$ cat src/ptl_pkg.sv
// Purpose: shared constants for the period timer with hardware limit
// Assumes: 8-bit register port, one clock domain
// Notes: register indices are word indices on the plain register port
// ============================================================
// package
package ptl_pkg;
  // ============================================================
  // register indices
  localparam logic [3:0] PTL_IDX_COUNT = 4'h0;
  localparam logic [3:0] PTL_IDX_PERIOD = 4'h1;
  localparam logic [3:0] PTL_IDX_CONTROL = 4'h2;
  localparam logic [3:0] PTL_IDX_POSTSCALE = 4'h3;
  localparam logic [3:0] PTL_IDX_LIMIT_MODE = 4'h4;
  localparam logic [3:0] PTL_IDX_SRC_SEL = 4'h5;
  localparam logic [3:0] PTL_IDX_PW_COMPARE = 4'h6;
  localparam logic [3:0] PTL_IDX_STATUS = 4'h7;
  // ============================================================
  // field positions
  localparam int PTL_CTL_RUN_BIT = 7;
  localparam int PTL_CTL_PRE_LSB = 4;
  localparam int PTL_STAT_PWM_BIT = 0;
  localparam int PTL_STAT_HALT_BIT = 1;
  localparam int PTL_STAT_RUN_BIT = 2;
  localparam int PTL_STAT_EXT_BIT = 3;
  // ============================================================
  // reset values
  localparam logic [7:0] PTL_COUNT_RST = 8'h00;
  localparam logic [7:0] PTL_PERIOD_RST = 8'hff;
  localparam logic [7:0] PTL_CONTROL_RST = 8'h00;
  localparam logic [4:0] PTL_FIELD5_RST = 5'h00;
  localparam logic [7:0] PTL_PWC_RST = 8'h00;
  // ============================================================
  // mode field: bits 4:3 pick the major mode, bits 2:0 the external function
  localparam logic [1:0] PTL_MAJ_FREE = 2'h0;
  localparam logic [1:0] PTL_MAJ_ONESHOT = 2'h1;
  localparam logic [1:0] PTL_MAJ_MONO = 2'h2;
  localparam logic [2:0] PTL_SUB_SOFT = 3'h0;
  localparam logic [2:0] PTL_SUB_GATE_HI = 3'h1;
  localparam logic [2:0] PTL_SUB_GATE_LO = 3'h2;
  localparam logic [2:0] PTL_SUB_EDGE_ANY = 3'h3;
  localparam logic [2:0] PTL_SUB_EDGE_RISE = 3'h4;
  localparam logic [2:0] PTL_SUB_EDGE_FALL = 3'h5;
  localparam logic [2:0] PTL_SUB_LVL_LO = 3'h6;
  localparam logic [2:0] PTL_SUB_LVL_HI = 3'h7;
  // ============================================================
  // timing: synchroniser depth gives two clocks of the three-clock reset latency
  localparam int PTL_SYNC_STAGES = 2;
  localparam int PTL_PRE_WIDTH = 7;
  // ============================================================
  // run state, one-hot
  typedef enum logic [2:0] {
    PTL_ST_STOP = 3'b001,
    PTL_ST_RUN = 3'b010,
    PTL_ST_HALT = 3'b100
  } ptl_state_t;
endpackage

$ cat src/ptl_sync.sv
// Purpose: two-flop level synchroniser for the external reset/gate source
// Assumes: input may be asynchronous to clk
// Notes: first stage is read only by the second stage
`timescale 1ns/1ps
`default_nettype none
// ============================================================
// synchroniser
module ptl_sync (
  // clock and reset
  input wire logic clk,
  input wire logic rst,
  // level in and out
  input wire logic din,
  output logic dout
);
  logic meta_reg;
  logic sync_reg;

  // two stages; metastability settles in the first
  always_ff @(posedge clk) begin
    if (rst) begin
      meta_reg <= 1'b0;
      sync_reg <= 1'b0;
    end else begin
      meta_reg <= din;
      sync_reg <= meta_reg;
    end
  end

  assign dout = sync_reg;
endmodule
`default_nettype wire

$ cat src/ptl_prescaler.sv
// Purpose: programmable power-of-two prescaler producing the tick clock
// Assumes: ratio selects divide by 1, 2, 4 up to 128
// Notes: counter holds while disabled so a gated timer resumes in phase
`timescale 1ns/1ps
`default_nettype none
// ============================================================
// prescaler
module ptl_prescaler #(
  parameter int WIDTH = 7
) (
  // clock and reset
  input wire logic clk,
  input wire logic rst,
  // control
  input wire logic en,
  input wire logic clr,
  input wire logic [2:0] ratio,
  // outputs
  output logic tick,
  output logic [WIDTH-1:0] cnt
);
  logic [WIDTH-1:0] cnt_reg;
  logic [WIDTH-1:0] lim;

  // terminal count for the chosen division
  assign lim = WIDTH'((1 << ratio) - 1);
  assign tick = en & (cnt_reg == lim);
  assign cnt = cnt_reg;

  // clear has priority so every clearing event restarts the division
  always_ff @(posedge clk) begin
    if (rst || clr) begin
      cnt_reg <= '0;
    end else if (tick) begin
      cnt_reg <= '0;
    end else if (en) begin
      cnt_reg <= cnt_reg + WIDTH'(1);
    end
  end
endmodule
`default_nettype wire

$ cat src/ptl_timer.sv
// Purpose: 8-bit period timer with postscaler, one-shot, monostable and hardware limit
// Assumes: register port strobes are one cycle, read data valid the next cycle
// Notes: external source is synchronised, so level effects land three clocks late
`timescale 1ns/1ps
`default_nettype none
// ============================================================
// timer
module ptl_timer
  import ptl_pkg::*;
#(
  parameter int NUM_SRC = 32
) (
  // clock and reset
  input wire logic clk,
  input wire logic rst,
  // register port
  input wire logic [3:0] reg_addr,
  input wire logic [7:0] reg_wdata,
  input wire logic reg_wr,
  input wire logic reg_rd,
  output logic [7:0] reg_rdata,
  // external sources and debug
  input wire logic [NUM_SRC-1:0] ext_sources,
  input wire logic debug_freeze,
  // outputs
  output logic period_pulse_out,
  output logic pwm_out,
  output logic [7:0] timer_count
);
  import ptl_pkg::*;

  // ============================================================
  // registers
  logic [7:0] count_reg, count_next;
  logic [7:0] period_value_reg;
  logic [7:0] timer_control_reg;
  logic [4:0] postscale_control_reg;
  logic [4:0] limit_mode_register_reg;
  logic [4:0] reset_source_select_reg;
  logic [7:0] pulse_width_compare_reg;
  logic [4:0] post_cnt_reg, post_cnt_next;
  logic pulse_reg, pulse_next;
  logic pwm_reg, pwm_next;
  logic prev_reg;
  logic [7:0] rdata_reg, rdata_next;
  ptl_state_t state_reg, state_next;

  // ============================================================
  // write decode
  wire wr_count = reg_wr && (reg_addr == PTL_IDX_COUNT);
  wire wr_period = reg_wr && (reg_addr == PTL_IDX_PERIOD);
  wire wr_ctrl = reg_wr && (reg_addr == PTL_IDX_CONTROL);
  wire wr_post = reg_wr && (reg_addr == PTL_IDX_POSTSCALE);
  wire wr_mode = reg_wr && (reg_addr == PTL_IDX_LIMIT_MODE);
  wire wr_sel = reg_wr && (reg_addr == PTL_IDX_SRC_SEL);
  wire wr_pwc = reg_wr && (reg_addr == PTL_IDX_PW_COMPARE);

  // ============================================================
  // mode decode
  wire [1:0] major = limit_mode_register_reg[4:3];
  wire [2:0] sub = limit_mode_register_reg[2:0];
  wire run_enable = timer_control_reg[PTL_CTL_RUN_BIT];
  wire [2:0] pre_ratio = timer_control_reg[PTL_CTL_PRE_LSB +: 3];
  wire is_oneshot = (major == PTL_MAJ_ONESHOT);
  wire is_mono = (major == PTL_MAJ_MONO);
  wire is_gate_mode = (sub == PTL_SUB_GATE_HI) || (sub == PTL_SUB_GATE_LO);

  // ============================================================
  // external source select and synchronise
  wire ext_raw = ext_sources[reset_source_select_reg];
  logic ext_s;

  ptl_sync u_sync (
    .clk(clk),
    .rst(rst),
    .din(ext_raw),
    .dout(ext_s)
  );

  // ============================================================
  // external event detection, all gated off by freeze and run enable
  wire ext_ok = run_enable && !debug_freeze;
  wire rise = ext_s && !prev_reg;
  wire fall = !ext_s && prev_reg;
  wire edge_evt = ext_ok && (((sub == PTL_SUB_EDGE_ANY) && (rise || fall)) ||
                             ((sub == PTL_SUB_EDGE_RISE) && rise) ||
                             ((sub == PTL_SUB_EDGE_FALL) && fall));
  wire level_hold = ext_ok && (((sub == PTL_SUB_LVL_LO) && !ext_s) ||
                               ((sub == PTL_SUB_LVL_HI) && ext_s));
  // a frozen gate counts as open so debug does not stall the count
  wire gate_open = !is_gate_mode || !ext_ok ||
                   ((sub == PTL_SUB_GATE_HI) && ext_s) ||
                   ((sub == PTL_SUB_GATE_LO) && !ext_s);
  wire ext_clear = edge_evt || level_hold;

  // ============================================================
  // counting qualifier and prescaler
  wire counting = (state_reg == PTL_ST_RUN) && gate_open && !level_hold;
  wire pre_clr = wr_count || wr_ctrl || ext_clear;
  logic tick;
  logic [PTL_PRE_WIDTH-1:0] pre_cnt;

  ptl_prescaler #(
    .WIDTH(PTL_PRE_WIDTH)
  ) u_pre (
    .clk(clk),
    .rst(rst),
    .en(counting),
    .clr(pre_clr),
    .ratio(pre_ratio),
    .tick(tick),
    .cnt(pre_cnt)
  );

  wire match = (count_reg == period_value_reg);
  wire match_tick = tick && match && !ext_clear;
  wire post_hit = (post_cnt_reg == postscale_control_reg);
  // monostable restart on external reset event after halting
  wire mono_restart = (state_reg == PTL_ST_HALT) && is_mono && edge_evt;
  wire oneshot_stop = match_tick && is_oneshot && (state_reg == PTL_ST_RUN);

  // ============================================================
  // run state machine
  always_comb begin
    state_next = state_reg;
    case (state_reg)
      PTL_ST_STOP: begin
        if (run_enable) begin
          state_next = PTL_ST_RUN;
        end
      end
      PTL_ST_RUN: begin
        if (!run_enable || oneshot_stop) begin
          state_next = PTL_ST_STOP;
        end else if (match_tick && is_mono) begin
          state_next = PTL_ST_HALT;
        end
      end
      PTL_ST_HALT: begin
        if (!run_enable) begin
          state_next = PTL_ST_STOP;
        end else if (mono_restart) begin
          state_next = PTL_ST_RUN;
        end
      end
      default: begin
        state_next = PTL_ST_STOP;
      end
    endcase
  end

  // ============================================================
  // count next value; a software write beats every hardware update
  always_comb begin
    count_next = count_reg; // control writes never reach the count
    if (wr_count) begin
      count_next = reg_wdata;
    end else if (ext_clear) begin
      count_next = PTL_COUNT_RST;
    end else if (tick) begin
      count_next = match ? PTL_COUNT_RST : count_reg + 8'h01;
    end
  end

  // ============================================================
  // postscaler and period pulse
  always_comb begin
    post_cnt_next = post_cnt_reg;
    pulse_next = pulse_reg;
    if (tick) begin
      pulse_next = 1'b0; // pulse lasts exactly one tick
    end
    if (pre_clr || mono_restart || (state_reg == PTL_ST_STOP)) begin
      post_cnt_next = PTL_FIELD5_RST;
    end else if (match_tick) begin
      if (post_hit) begin
        post_cnt_next = PTL_FIELD5_RST;
        pulse_next = 1'b1;
      end else begin
        post_cnt_next = post_cnt_reg + 5'h01;
      end
    end
  end

  // ============================================================
  // pwm: clear on width match wins so a zero width gives no pulse;
  // holding through reset keeps a high output high until it counts out
  wire pwm_set = tick && counting && (count_reg == PTL_COUNT_RST);
  wire pwm_clr = tick && counting && (count_reg == pulse_width_compare_reg);
  always_comb begin
    pwm_next = pwm_reg;
    if (pwm_clr) begin
      pwm_next = 1'b0;
    end else if (pwm_set) begin
      pwm_next = 1'b1;
    end
  end

  // ============================================================
  // read mux; unmapped indices read zero
  wire [7:0] status_word = {4'h0, ext_s, (state_reg == PTL_ST_RUN),
                            (state_reg == PTL_ST_HALT), pwm_reg};
  always_comb begin
    rdata_next = 8'h00;
    if (!reg_rd) begin
      rdata_next = 8'h00;
    end else if (reg_addr == PTL_IDX_COUNT) begin
      rdata_next = count_reg;
    end else if (reg_addr == PTL_IDX_PERIOD) begin
      rdata_next = period_value_reg;
    end else if (reg_addr == PTL_IDX_CONTROL) begin
      rdata_next = timer_control_reg;
    end else if (reg_addr == PTL_IDX_POSTSCALE) begin
      rdata_next = {3'h0, postscale_control_reg};
    end else if (reg_addr == PTL_IDX_LIMIT_MODE) begin
      rdata_next = {3'h0, limit_mode_register_reg};
    end else if (reg_addr == PTL_IDX_SRC_SEL) begin
      rdata_next = {3'h0, reset_source_select_reg};
    end else if (reg_addr == PTL_IDX_PW_COMPARE) begin
      rdata_next = pulse_width_compare_reg;
    end else if (reg_addr == PTL_IDX_STATUS) begin
      rdata_next = status_word;
    end
  end

  // ============================================================
  // software registers; software write to control beats the one-shot clear
  always_ff @(posedge clk) begin
    if (rst) begin
      period_value_reg <= PTL_PERIOD_RST;
      timer_control_reg <= PTL_CONTROL_RST;
      postscale_control_reg <= PTL_FIELD5_RST;
      limit_mode_register_reg <= PTL_FIELD5_RST;
      reset_source_select_reg <= PTL_FIELD5_RST;
      pulse_width_compare_reg <= PTL_PWC_RST;
    end else begin
      if (wr_period) period_value_reg <= reg_wdata;
      if (wr_ctrl) begin
        timer_control_reg <= reg_wdata;
      end else if (oneshot_stop) begin
        timer_control_reg[PTL_CTL_RUN_BIT] <= 1'b0;
      end
      if (wr_post) postscale_control_reg <= reg_wdata[4:0];
      if (wr_mode) limit_mode_register_reg <= reg_wdata[4:0];
      if (wr_sel) reset_source_select_reg <= reg_wdata[4:0];
      if (wr_pwc) pulse_width_compare_reg <= reg_wdata;
    end
  end

  // ============================================================
  // hardware state
  always_ff @(posedge clk) begin
    if (rst) begin
      count_reg <= PTL_COUNT_RST;
      post_cnt_reg <= PTL_FIELD5_RST;
      pulse_reg <= 1'b0;
      pwm_reg <= 1'b0;
      prev_reg <= 1'b0;
      rdata_reg <= 8'h00;
      state_reg <= PTL_ST_STOP;
    end else begin
      count_reg <= count_next;
      post_cnt_reg <= post_cnt_next;
      pulse_reg <= pulse_next;
      pwm_reg <= pwm_next;
      prev_reg <= ext_s;
      rdata_reg <= rdata_next;
      state_reg <= state_next;
    end
  end

  assign reg_rdata = rdata_reg;
  assign period_pulse_out = pulse_reg;
  assign pwm_out = pwm_reg;
  assign timer_count = count_reg;
endmodule
`default_nettype wire

$ cat config.mk
export PLATFORM = sky130hd
export DESIGN_NAME = ptl_timer
export DESIGN_NICKNAME = d
export VERILOG_FILES = /design/src/ptl_pkg.sv /design/src/ptl_sync.sv /design/src/ptl_prescaler.sv /design/src/ptl_timer.sv
export SDC_FILE = /design/constraint.sdc
export NUM_CORES = 1
export LEC_CHECK = 0
export BUFFER_PORTS_ARGS = -buffer_cell sky130_fd_sc_hd__buf_4
export CORE_MARGIN = 2
export CORE_UTILIZATION = 54
export CTS_BUF_LIST = sky130_fd_sc_hd__clkbuf_4 sky130_fd_sc_hd__clkbuf_8
export DETAILED_ROUTE_END_ITERATION = 8
export PLACE_DENSITY = 0.79
export RECOVER_POWER = 50
export SYNTH_ARGS = -nofsm -noshare
export SYNTH_HDL_FRONTEND = slang
export SYNTH_HIERARCHICAL = 1
export SYNTH_SLANG_ARGS = --single-unit
$ cat constraint.sdc
create_clock -name clk -period 2.8 [get_ports clk]
set_input_delay 0 -clock clk [delete_from_list [all_inputs] [get_ports clk]]
set_output_delay 0 -clock clk [all_outputs]
set_load 0.005 [all_outputs]
# After elaboration in Yosys (flattened, before gate mapping)
# Index checks and enable logic that the tools add are counted.
classes:
  magnitude_cmp: 1
  n_reduce_logical: 63
  mux: 27
  n_eq_ne: 26
  shift: 1
  addsub: 4
  bitwise_logic: 2
op_table:
  columns: ["cell", "count"]
  rows:
  - ["8-bit two-way mux", 11]
  - ["1-bit logical AND", 31]
  - ["4-bit by 3-bit equality test with 1-bit output (second input constant)", 4]
  - ["8-bit equality test", 2]
  - ["3-bit equality test (second input constant)", 5]
  - ["1-bit logical OR", 15]
  - ["3-bit two-way mux", 5]
  - ["3-bit by 2-bit equality test with 1-bit output (second input constant)", 3]
  - ["3-bit one-hot mux with 3 select lines", 1]
  - ["8-bit by 1-bit adder with 8-bit output (second input constant)", 1]
  - ["4-bit by 2-bit equality test with 1-bit output (second input constant)", 2]
  - ["1-bit logical NOT", 8]
  - ["8-bit logical NOT", 1]
  - ["2-bit OR reduction", 4]
  - ["7-bit by 1-bit adder with 7-bit output (second input constant)", 1]
  - ["7-bit equality test", 1]
  - ["1-bit two-way mux", 7]
  - ["1-bit by 3-bit left shift with 7-bit output (first input constant)", 1]
  - ["7-bit by 2-bit subtractor with 7-bit output (second input constant)", 1]
  - ["3-bit by 1-bit equality test with 1-bit output (second input constant)", 2]
  - ["5-bit by 6-bit less-than comparator with 1-bit output (second input constant)", 1]
  - ["5-bit by 1-bit adder with 5-bit output (second input constant)", 1]
  - ["1-bit binary-select mux with 5-bit select", 1]
  - ["5-bit equality test", 1]
  - ["14 further kinds", 14]
totals:
  reg_bits: 75
  elab_cells: 141

# Longest topological paths before layout
# Gate-level depths: netlist of run 1.
logic_depth:
  word_depth: 16
  mapped_depth: 15
  ltp_nobuf: 12

# Hierarchy
# The synthesis of run 1 kept the hierarchy.
by_module_without_submodules:
  columns: ["mod", "n_inst", "seq_area_each_um2", "cells_per_inst", "area_per_inst_um2"]
  rows:
  - ["ptl_timer", 1, 1321.3, 435, 3936.3]
  - ["ptl_prescaler", 1, 140.1, 50, 471.7]
  - ["ptl_sync", 1, 40.0, 4, 52.6]

# Least setup slack after synthesis of run 1
# OpenSTA, ideal clock, no wires.
synth_timing:
  kind: "register to register"
  from: "register state_reg[1]"
  to: "register post_cnt_reg[4]"
  t_arrival_ps: 2799
  period_less_slack_ps: 2933
  setup_ps: 134
  slack_ps: -133
  stages_incl_launch_ff: 14
  cell_sequence: "dfxtp_1 nor3b_1 and3_1 buf_6 nor3b_1 a32oi_1 a32oi_2 and2_1 clkbuf_1 and4_1 o21ai_0 nor4_1 xnor2_1 nor3_1"
synth_via:
  elab_chain_len: 6
synth_lines:
  columns: ["item", "line", "text"]
  rows:
  - ["start, declared", "ptl_timer.sv:46", "ptl_state_t state_reg, state_next;"]
  - ["start signal, assigned", "ptl_timer.sv:268", "state_reg <= state_next;"]
  - ["3-bit by 2-bit equality test with 1-bit output", "ptl_timer.sv:98", "wire counting = (state_reg == PTL_ST_RUN) && gate_open && !level_hold;"]
  - ["1-bit logical AND (2 in series)", "ptl_timer.sv:98", null]
  - ["named net counting", "ptl_timer.sv:98", null]
  - ["1-bit bitwise AND", "ptl_prescaler.sv:27", "assign tick = en & (cnt_reg == lim);"]
  - ["named net tick", "ptl_timer.sv:100", "logic tick;"]
  - ["1-bit logical AND (2 in series)", "ptl_timer.sv:116", "wire match_tick = tick && match && !ext_clear;"]
  - ["end signal, assigned", "ptl_timer.sv:263", "post_cnt_reg <= post_cnt_next;"]
  - ["end, declared", "ptl_timer.sv:41", "logic [4:0] post_cnt_reg, post_cnt_next;"]
# The timed path passes the listed nets, and every way through them passes these cells.
# A chain may end at the register's enable or synchronous reset.

# Worst setup path in the final report of run 1
layout_timing:
  from: "register u_sync.sync_reg (netlist: u_sync/dout)"
  to: "register post_cnt_reg[4]"
layout_lines:
  columns: ["item", "line", "text"]
  rows:
  - ["start, declared", "ptl_sync.sv:17", "logic sync_reg;"]
  - ["start signal, assigned", "ptl_sync.sv:26", "sync_reg <= meta_reg;"]
  - ["1-bit logical NOT", "ptl_timer.sv:88, ptl_timer.sv:93", null]
  - ["1-bit logical AND", "ptl_timer.sv:88", "wire level_hold = ext_ok && (((sub == PTL_SUB_LVL_LO) && !ext_s) ||"]
  - ["1-bit logical OR", "ptl_timer.sv:88", null]
  - ["1-bit logical AND", "ptl_timer.sv:88", null]
  - ["1-bit logical NOT", "ptl_timer.sv:98", null]
  - ["1-bit logical AND *", "ptl_timer.sv:98", null]
  - ["named net counting", "ptl_timer.sv:98", null]
  - ["1-bit bitwise AND *", "ptl_prescaler.sv:27", null]
  - ["named net tick", "ptl_timer.sv:100", null]
  - ["1-bit logical AND * (2 in series)", "ptl_timer.sv:116", null]
# Mark *: on every way through the listed nets, which the timed path passes. The rest lies on a longest branch.

==> metrics.md, run 1 <==
| Metric | Value |
|---|---|
| Total power | approximately 2100 µW |
| CTS tree | yes |
| Max Fclk | 369 MHz |
| Total track usage | between 30% and 40% |
| Area occupied by multi-input gates | roughly 0.0028 mm² |
| Remaining Overflow, GRT | 0 |
| Tmin final | between 2 and 3 ns |
| Worst skew pair latency | around 0.36 ns |
| Ant. Diodes | 0 |
| Period utilisation layout | 96.8% |
| Worst Path Max Fanout | 6 |
| Vias per cell | 6.36 |
| Critical path arrival | approximately 3.0 ns |
| IO Port Bufs | 66 |
| Initial antenna violation count | 0 |
| Fin. Hold Viols | 0 |
| Final setup viols | 0 |
| Mapped cell area | 0.00446 mm² |
| Root buf cell | clkbuf_8 |
| Clk slew on worst S/H paths | 0.09 ns |
| Dpl cells | 654 |
| Number of max-cap violations | 0 |
| Synth Flop Type | dfxtp_1 |
| Worst-Margin Slew | 0.613 ns |
| H-tree depth | 3 |
| Iteration-0 DRC Markers | around 450 |
| Top-level I/O count | 67 |
| Layout area overhead | 22.2% |
| Via count | 4350 |
| Post-DP HPWL | 9520 µm |
| Req. time, crit path | 3.04 ns |
| Share of layout cells above drive strength 1 | 25.0% |
| TritonCTS Buffers | 9 |
| Die Area | about 0.0090 mm² |
| Pre-Repair DR Iteration Count | 6 |
| Flops & latches, synth | 75 |
| Filler Cells Inserted | 657 |
| Die Span Y | roughly 95 µm |
| Routed WL | 13300 µm |
| Cell variety after synth | 72 |
| Flop-to-flop setup slack | 0.09 ns |
| Core ar. | 0.00809 mm² |
| Max-slew headroom | 58.0% |
| Largest net degree at the start of global routing | 50 |
| Worst setup SP type | flip-flop |
| Fin cells | 684 |
| Max VDD drop | 0.288 mV |
| Worst clock skew | 0.0144 ns |
| Mapped Cells | 489 |
| Post-route ant nets | 0 |
| Initial Utilization | 55.1% |
| Vias in the first global route | between 4k and 5k |
| PwrDens | 388 mW/mm² |
| Worst hold path class | input pin to flip-flop |
| Status | finished clean |
| Layout Nets | 629 |
| Die width | 94.9 µm |
| RD Place Congestion | 0.958 |
| Num Clock Sinks | 75 |
| Leakage Power | 0.00221 µW |
| Number of synthesized flops with an enable pin | 0 |
| Syn Nets | 544 |
| Sequential Area | 0.00151 mm² |
| Pins Over Slew Limit | 0 |
| Synth warn | 6 |
| Wire per inst | 19.5 µm |
| Clock Path Buffers | 2 |
| First-pass GRT wire length | 20800 µm |
| Critical Setup Path Class | flip-flop to flip-flop |
| Post-synth ARST share | 0% |
| Worst Setup End Kind | flip-flop |
| Mapped Avg Cell Area | 9.12 µm² |
| Num rows | 33 |
| DRC errors left | 0 |
| Seq/Total Area, Yosys | 33.7% |
[routing by layer]
metal | GRT usage, % | vias to the layer above | routed length, µm
li1 | - | 1997 | -
met1 | 37.3 | 2042 | 5320
met2 | 51.5 | 271 | 6410
met3 | 8.54 | 40 | 1280
met4 | 7.85 | 0 | 329
met5 | 0 | - | 0
[per-stage QoR]
stage                     setup slack, ns  cell area, µm²  util, %  hold slack [ns]  TNS (ns)
after floorplan                    0.0369            4470        -           0.0716         0
after global placement             0.0895            5140     63.5            0.268         0
after detailed placement          -0.0417            5140     63.5            0.292    -0.113
after CTS                          0.0109            5410     66.9           0.0765         0
after global routing             -0.00219            5450     67.4           0.0943  -0.00219
final                              0.0900            5450     67.4           0.0980         0
[path summary, 6_finish.rpt]
path / startpoint / endpoint / depth (start not counted)
hold reg to reg: u_sync/meta_reg / u_sync/dout / 1
hold / removal: rst / pulse_width_compare_reg[6] / 2
setup / recovery: u_sync/dout / post_cnt_reg[4] / 13
setup reg to reg: u_sync/dout / post_cnt_reg[4] / 13
[repair_timing]
action	CTS	global route
resized for setup	2	10
hold buffers	9	0
pin swaps	0	6
endpoints found under the hold margin	35	0
setup endpoints to repair	7	13
setup buffers	0	5
[critical path, stage by stage (launching register included)]
cell,delay [ns]
dfxtp_4,0.37
and3_1,0.18
o211ai_1,0.18
and3_4,0.25
nor3b_4,0.19
a32oi_1,0.09
a32oi_2,0.21
and2_4,0.21
buf_6,0.11
and4_1,0.17
o21ai_0,0.10
nor4_1,0.31
xnor2_1,0.17
nor3_1,0.06
[cell usage after synthesis, types with 2 or more instances]
library cell  count  area [µm²]
a32oi_1           3        26.3
nor2b_1           9        56.3
mux4_2           11         248
o211ai_1          2        15.0
a211oi_1          4        30.0
inv_1            10        37.5
xnor2_1          24         210
a311oi_1          2        17.5
a21oi_1          19        95.1
o21a_1            2        15.0
and3_1            6        37.5
nand4b_1          3        26.3
mux2i_1          42         420
ha_1              6        75.1
clkbuf_1         21        78.8
o21ai_0          15        75.1
nand3b_1          2        15.0
a32o_1            3        30.0
mux2_2            6        67.6
a22oi_1           3        22.5
nand2_1          35         131
and4_1            3        26.3
dfxtp_1          75        1500
a22o_1            2        17.5
nor4_1            3        18.8
or3_1             4        25.0
nand4_1          10        62.6
o22ai_1           3        18.8
o31ai_1           2        15.0
buf_1             5        18.8
nor4bb_1          2        20.0
a31oi_1           8        50.1
xor2_1            9        78.8
o22a_1            3        26.3
nor2_1           50         188
a31o_2            2        17.5
nand2b_1          3        18.8
and4_2            2        20.0
buf_6             2        22.5
nor3_1           12        60.1
nor3b_1           5        37.5
and2_1            2        12.5
nand3_1          18        90.1
a2111oi_0         8        70.1
[cell families after synthesis]
logic type	after synthesis	synth area share (%)
and+or+nand+nor	181	21.9
AOI/OAI and AO/OA	93	15.1
DFF	75	33.7
muxes	61	17.4
buffers and inverters	40	3.82
xor gates and xnor gates	33	6.48
adders and majority gates	6	1.68
[power breakdown]
| group | internal [µW] | switching [µW] |
|---|---|---|
| logic | 121 | 123 |
| clock network | 346 | 426 |
| registers | 1080 | 19.0 |
[area by class of cell]
class / count / share of cell area (%)
multi-input combinational: 374 / 51.6
sequential: 75 / 27.6
timing repair buffer: 104 / 14.4
clock buffer: 10 / 2.52
tap: 105 / 2.41
clock inverter: 6 / 0.734
inverter: 10 / 0.689
[placed cells by master, fill, tap and decap left out, types with 3 or more instances in the layout]
master / instances
nand3_1: 18
nand4b_1: 3
nand2b_1: 3
or3_1: 4
a32o_1: 3
clkbuf_4: 15
mux2_2: 6
nor3b_1: 4
a2111oi_0: 8
ha_1: 6
buf_4: 73
o22a_1: 3
inv_1: 10
o21ai_0: 14
nand4_1: 10
and4_1: 3
a31oi_1: 8
mux4_2: 11
a32oi_1: 3
clkinv_2: 3
clkbuf_8: 10
xor2_1: 9
xnor2_1: 24
a22oi_1: 3
and3_1: 5
a211oi_1: 4
nor2b_1: 9
nand2_1: 35
o22ai_1: 3
nor3_1: 12
mux2i_1: 42
dfxtp_1: 73
clkbuf_1: 6
a21oi_1: 19
nor2_1: 50
dlygate4sd3_1: 9
Note: power is estimated with default switching activity, not from simulation.
==> run 2, diff against run 1 <==
--- a/config.mk
+++ b/config.mk
@@ -6,11 +6,9 @@
 export NUM_CORES = 1
 export LEC_CHECK = 0
 export BUFFER_PORTS_ARGS = -buffer_cell sky130_fd_sc_hd__buf_4
-export CORE_MARGIN = 2
-export CORE_UTILIZATION = 54
-export CTS_BUF_LIST = sky130_fd_sc_hd__clkbuf_4 sky130_fd_sc_hd__clkbuf_8
+export CORE_UTILIZATION = 52
 export DETAILED_ROUTE_END_ITERATION = 8
-export PLACE_DENSITY = 0.79
+export PLACE_DENSITY = 0.77
 export RECOVER_POWER = 50
 export SYNTH_ARGS = -nofsm -noshare
 export SYNTH_HDL_FRONTEND = slang
==> run 2 against run 1 <==
  * Maximum frequency rose by 0.77%
  * Die area fell by 0.57%
  * Total power rose by 7.8%
  * Critical endpoint is now state_reg[0]
  * Critical path type unchanged
  * Wire length fell by 0.28%
  * Largest cell class unchanged
  * Worst hold slack improved by 0.0033 ns
  * Critical path depth fell by 1
  * Core utilization fell by 1.7 points
  * Design area fell by 0.51%
  * Clock power rose by 22%
==> metrics.md, run 2 (synthesis results as in run 1) <==
| Metric | Value |
|---|---|
| Status | finished clean |
| Tmin final | 2.69 ns (-0.0207 ns) |
| Slowest CP cell | dfxtp_4 |
| H-tree depth | 3 (unchanged) |
| Iteration-0 DRC Markers | 348 (-23%) |
| Number of max-cap violations | 0 (unchanged) |
| Vias per cell | 6.48 (+2.0%) |
| Num rows | 33 (unchanged) |
| Filler Cells Inserted | 704 (+7.2%) |
| Initial Utilization | 54.0% (-1.1 points) |
| CP peak stage delay | 0.38 ns (about the same) |
| Pre-Repair DR Iteration Count | 6 (unchanged) |
| CP cell instances | and3_1 -> o211ai_1 -> and3_4 -> buf_4 -> o2111ai_1 -> a32oi_2 -> and2_4 -> inv_1 -> nor3_1 -> buf_4 -> a311oi_1 -> o311ai_0 |
| Core ar. | 0.00826 mm² (+2.0%) |
| Worst Setup End Kind | flip-flop |
| CTS tree | yes |
| Dpl cells | 649 (-0.76%) |
| Initial antenna violation count | 0 (unchanged) |
| Vias in the first global route | 3989 (-4.8%) |
| Max-slew headroom | 55.7% (-2.4 points) |
| Largest net degree at the start of global routing | 50 (unchanged) |
| Most common cell after layout, fill and taps aside | dfxtp_1 |
| RSZ-0062 raised after global routing | no |
| Layout Nets | 619 (-1.6%) |
| Fin cells | 674 (-1.5%) |
| Worst clock skew | 0.00982 ns (-0.00454 ns) |
| Clock Path Buffers | 2 (unchanged) |
| Req. time, crit path | 3.04 ns (about the same) |
| Buf/Inv on CP | 3 (+2) |
| Setup ws final | 0.111 ns (+0.0207 ns) |
| Post-CTS Setup Bufs | 0 (unchanged) |
| Worst setup SP type | flip-flop |
| Num Clock Sinks | 75 (unchanged) |
| Post-layout util | 65.7% (-1.7 points) |
| TritonCTS Buffers | 9 (unchanged) |
| DRC errors left | 0 (unchanged) |
| Total track usage | 31.4% (+1.3 points) |
| Hold WS | 0.101 ns (+0.00332 ns) |
| Worst Path Max Fanout | 7 (+1) |
| Critical Setup Path Class | flip-flop to flip-flop |
| Fin. Hold Viols | 0 (unchanged) |
| Top-level I/O count | 67 (unchanged) |
| Ant. Diodes | 0 (unchanged) |
| Setup WS pre-CTS | -0.0143 ns (+0.0274 ns) |
| Root buf cell | clkbuf_8 |
| Die Area | 0.00895 mm² (-0.57%) |
| Clk slew on worst S/H paths | 0.08 ns (about the same) |
| Max Fclk | 372 MHz (+0.77%) |
| Die Span Y | 94.6 µm (-0.28%) |
| Remaining Overflow, GRT | 0 (unchanged) |
| Wire per inst | 19.7 µm (+1.2%) |
| Post-DP HPWL | 9390 µm (-1.4%) |
| Routed WL | 13300 µm (-0.28%) |
| IO Port Bufs | 66 (unchanged) |
| Post-route ant nets | 0 (unchanged) |
| Critical path's top delay family | compound AO/OA/AOI/OAI gates |
| Critical path arrival | 2.93 ns (-0.02 ns) |
| Worst-Margin Slew | 0.660 ns (+0.0465 ns) |
| Design area | 0.00542 mm² (-0.51%) |
| Via count | 4370 (+0.46%) |
| Share of layout cells above drive strength 1 | 23.9% (-1.1 points) |
| First-pass GRT wire length | 21000 µm (+1.2%) |
| Pins Over Slew Limit | 0 (unchanged) |
| Worst hold path class | input pin to flip-flop |
| PwrDens | 420 mW/mm² (+8.3%) |
| Die width | 94.6 µm (-0.28%) |
| Layout area overhead | 21.6% |
| Final setup viols | 0 (unchanged) |
| RD Place Congestion | 0.934 (-2.5%) |
| Most frequent cells in the layout | 72 x dfxtp_1, 65 x buf_4, 50 x nor2_1, 42 x mux2i_1, 35 x nand2_1 |
| Period utilisation layout | 96.0% (-0.74 points) |
| CP most frequent cell | buf_4 |
| Leakage Power | 0.00218 µW (-1.6%) |
| Worst skew pair latency | 0.36 ns (about the same) |
| Max VDD drop | 0.243 mV (-16%) |
| Dpl cell area | 0.00510 mm² (-0.73%) |
## run 2: metal layers
metal,GRT usage (%),wire (µm),share of wire [%],vias up
met1,42.6,5430,41,2073
met3,5.15,1350,10,42
li1,-,-,-,1970
met4,12.8,392,2.9,0
met5,0,0,0,-
met2,49.5,6130,46,285
## run 2: worst reg2reg max path: cells and delay by family (launching register included)
kind | cells | cell delay, ns
AO/OA/AOI/OAI | 5 | 0.94
AND/OR/NAND/NOR | 4 | 0.88
buffers and inverters | 3 | 0.40
flip-flops | 1 | 0.38
## run 2: layout make-up
class	instances	area, µm²	area share (%)
multi-input cells	374	2820	51.9
flip-flops and latches	75	1510	27.9
repair buffers	94	709	13.1
well taps	105	131	2.42
clock buffers	10	128	2.35
clock inverters	6	90.1	1.66
inverters	10	37.5	0.692
## run 2: power breakdown
part	leakage, µW	switching, µW	internal (µW)
registers	0.000608	20.8	1080
clock network	0.000106	436	504
logic	0.00146	121	119
total	0.00218	578	1700
## run 2: through the flow
stage,setup TNS (ns),total power (µW)
floorplan,0,1240
global route,0,2350
CTS,0,2280
finish,0,2280
global placement,0,1350
detailed placement,-0.0157,1350
## run 2: worst paths after layout
check / startpoint / end / slack (ns) / cells after the start
min: reg_addr[1] / reg_rdata[1] / 0.10 / 3
min reg2reg: u_sync/meta_reg / u_sync/dout / 0.46 / 1
max reg2reg: u_sync/dout / state_reg[0] / 0.11 / 12
max: u_sync/dout / state_reg[0] / 0.11 / 12
## run 2: repair_timing
| item | in CTS | in global routing |
|---|---|---|
| pin swaps | 0 | 2 |
| setup endpoints to repair | 4 | 15 |
| gates resized for setup | 2 | 11 |
| hold endpoints to repair | 37 | 0 |
| hold buffers | 9 | 0 |
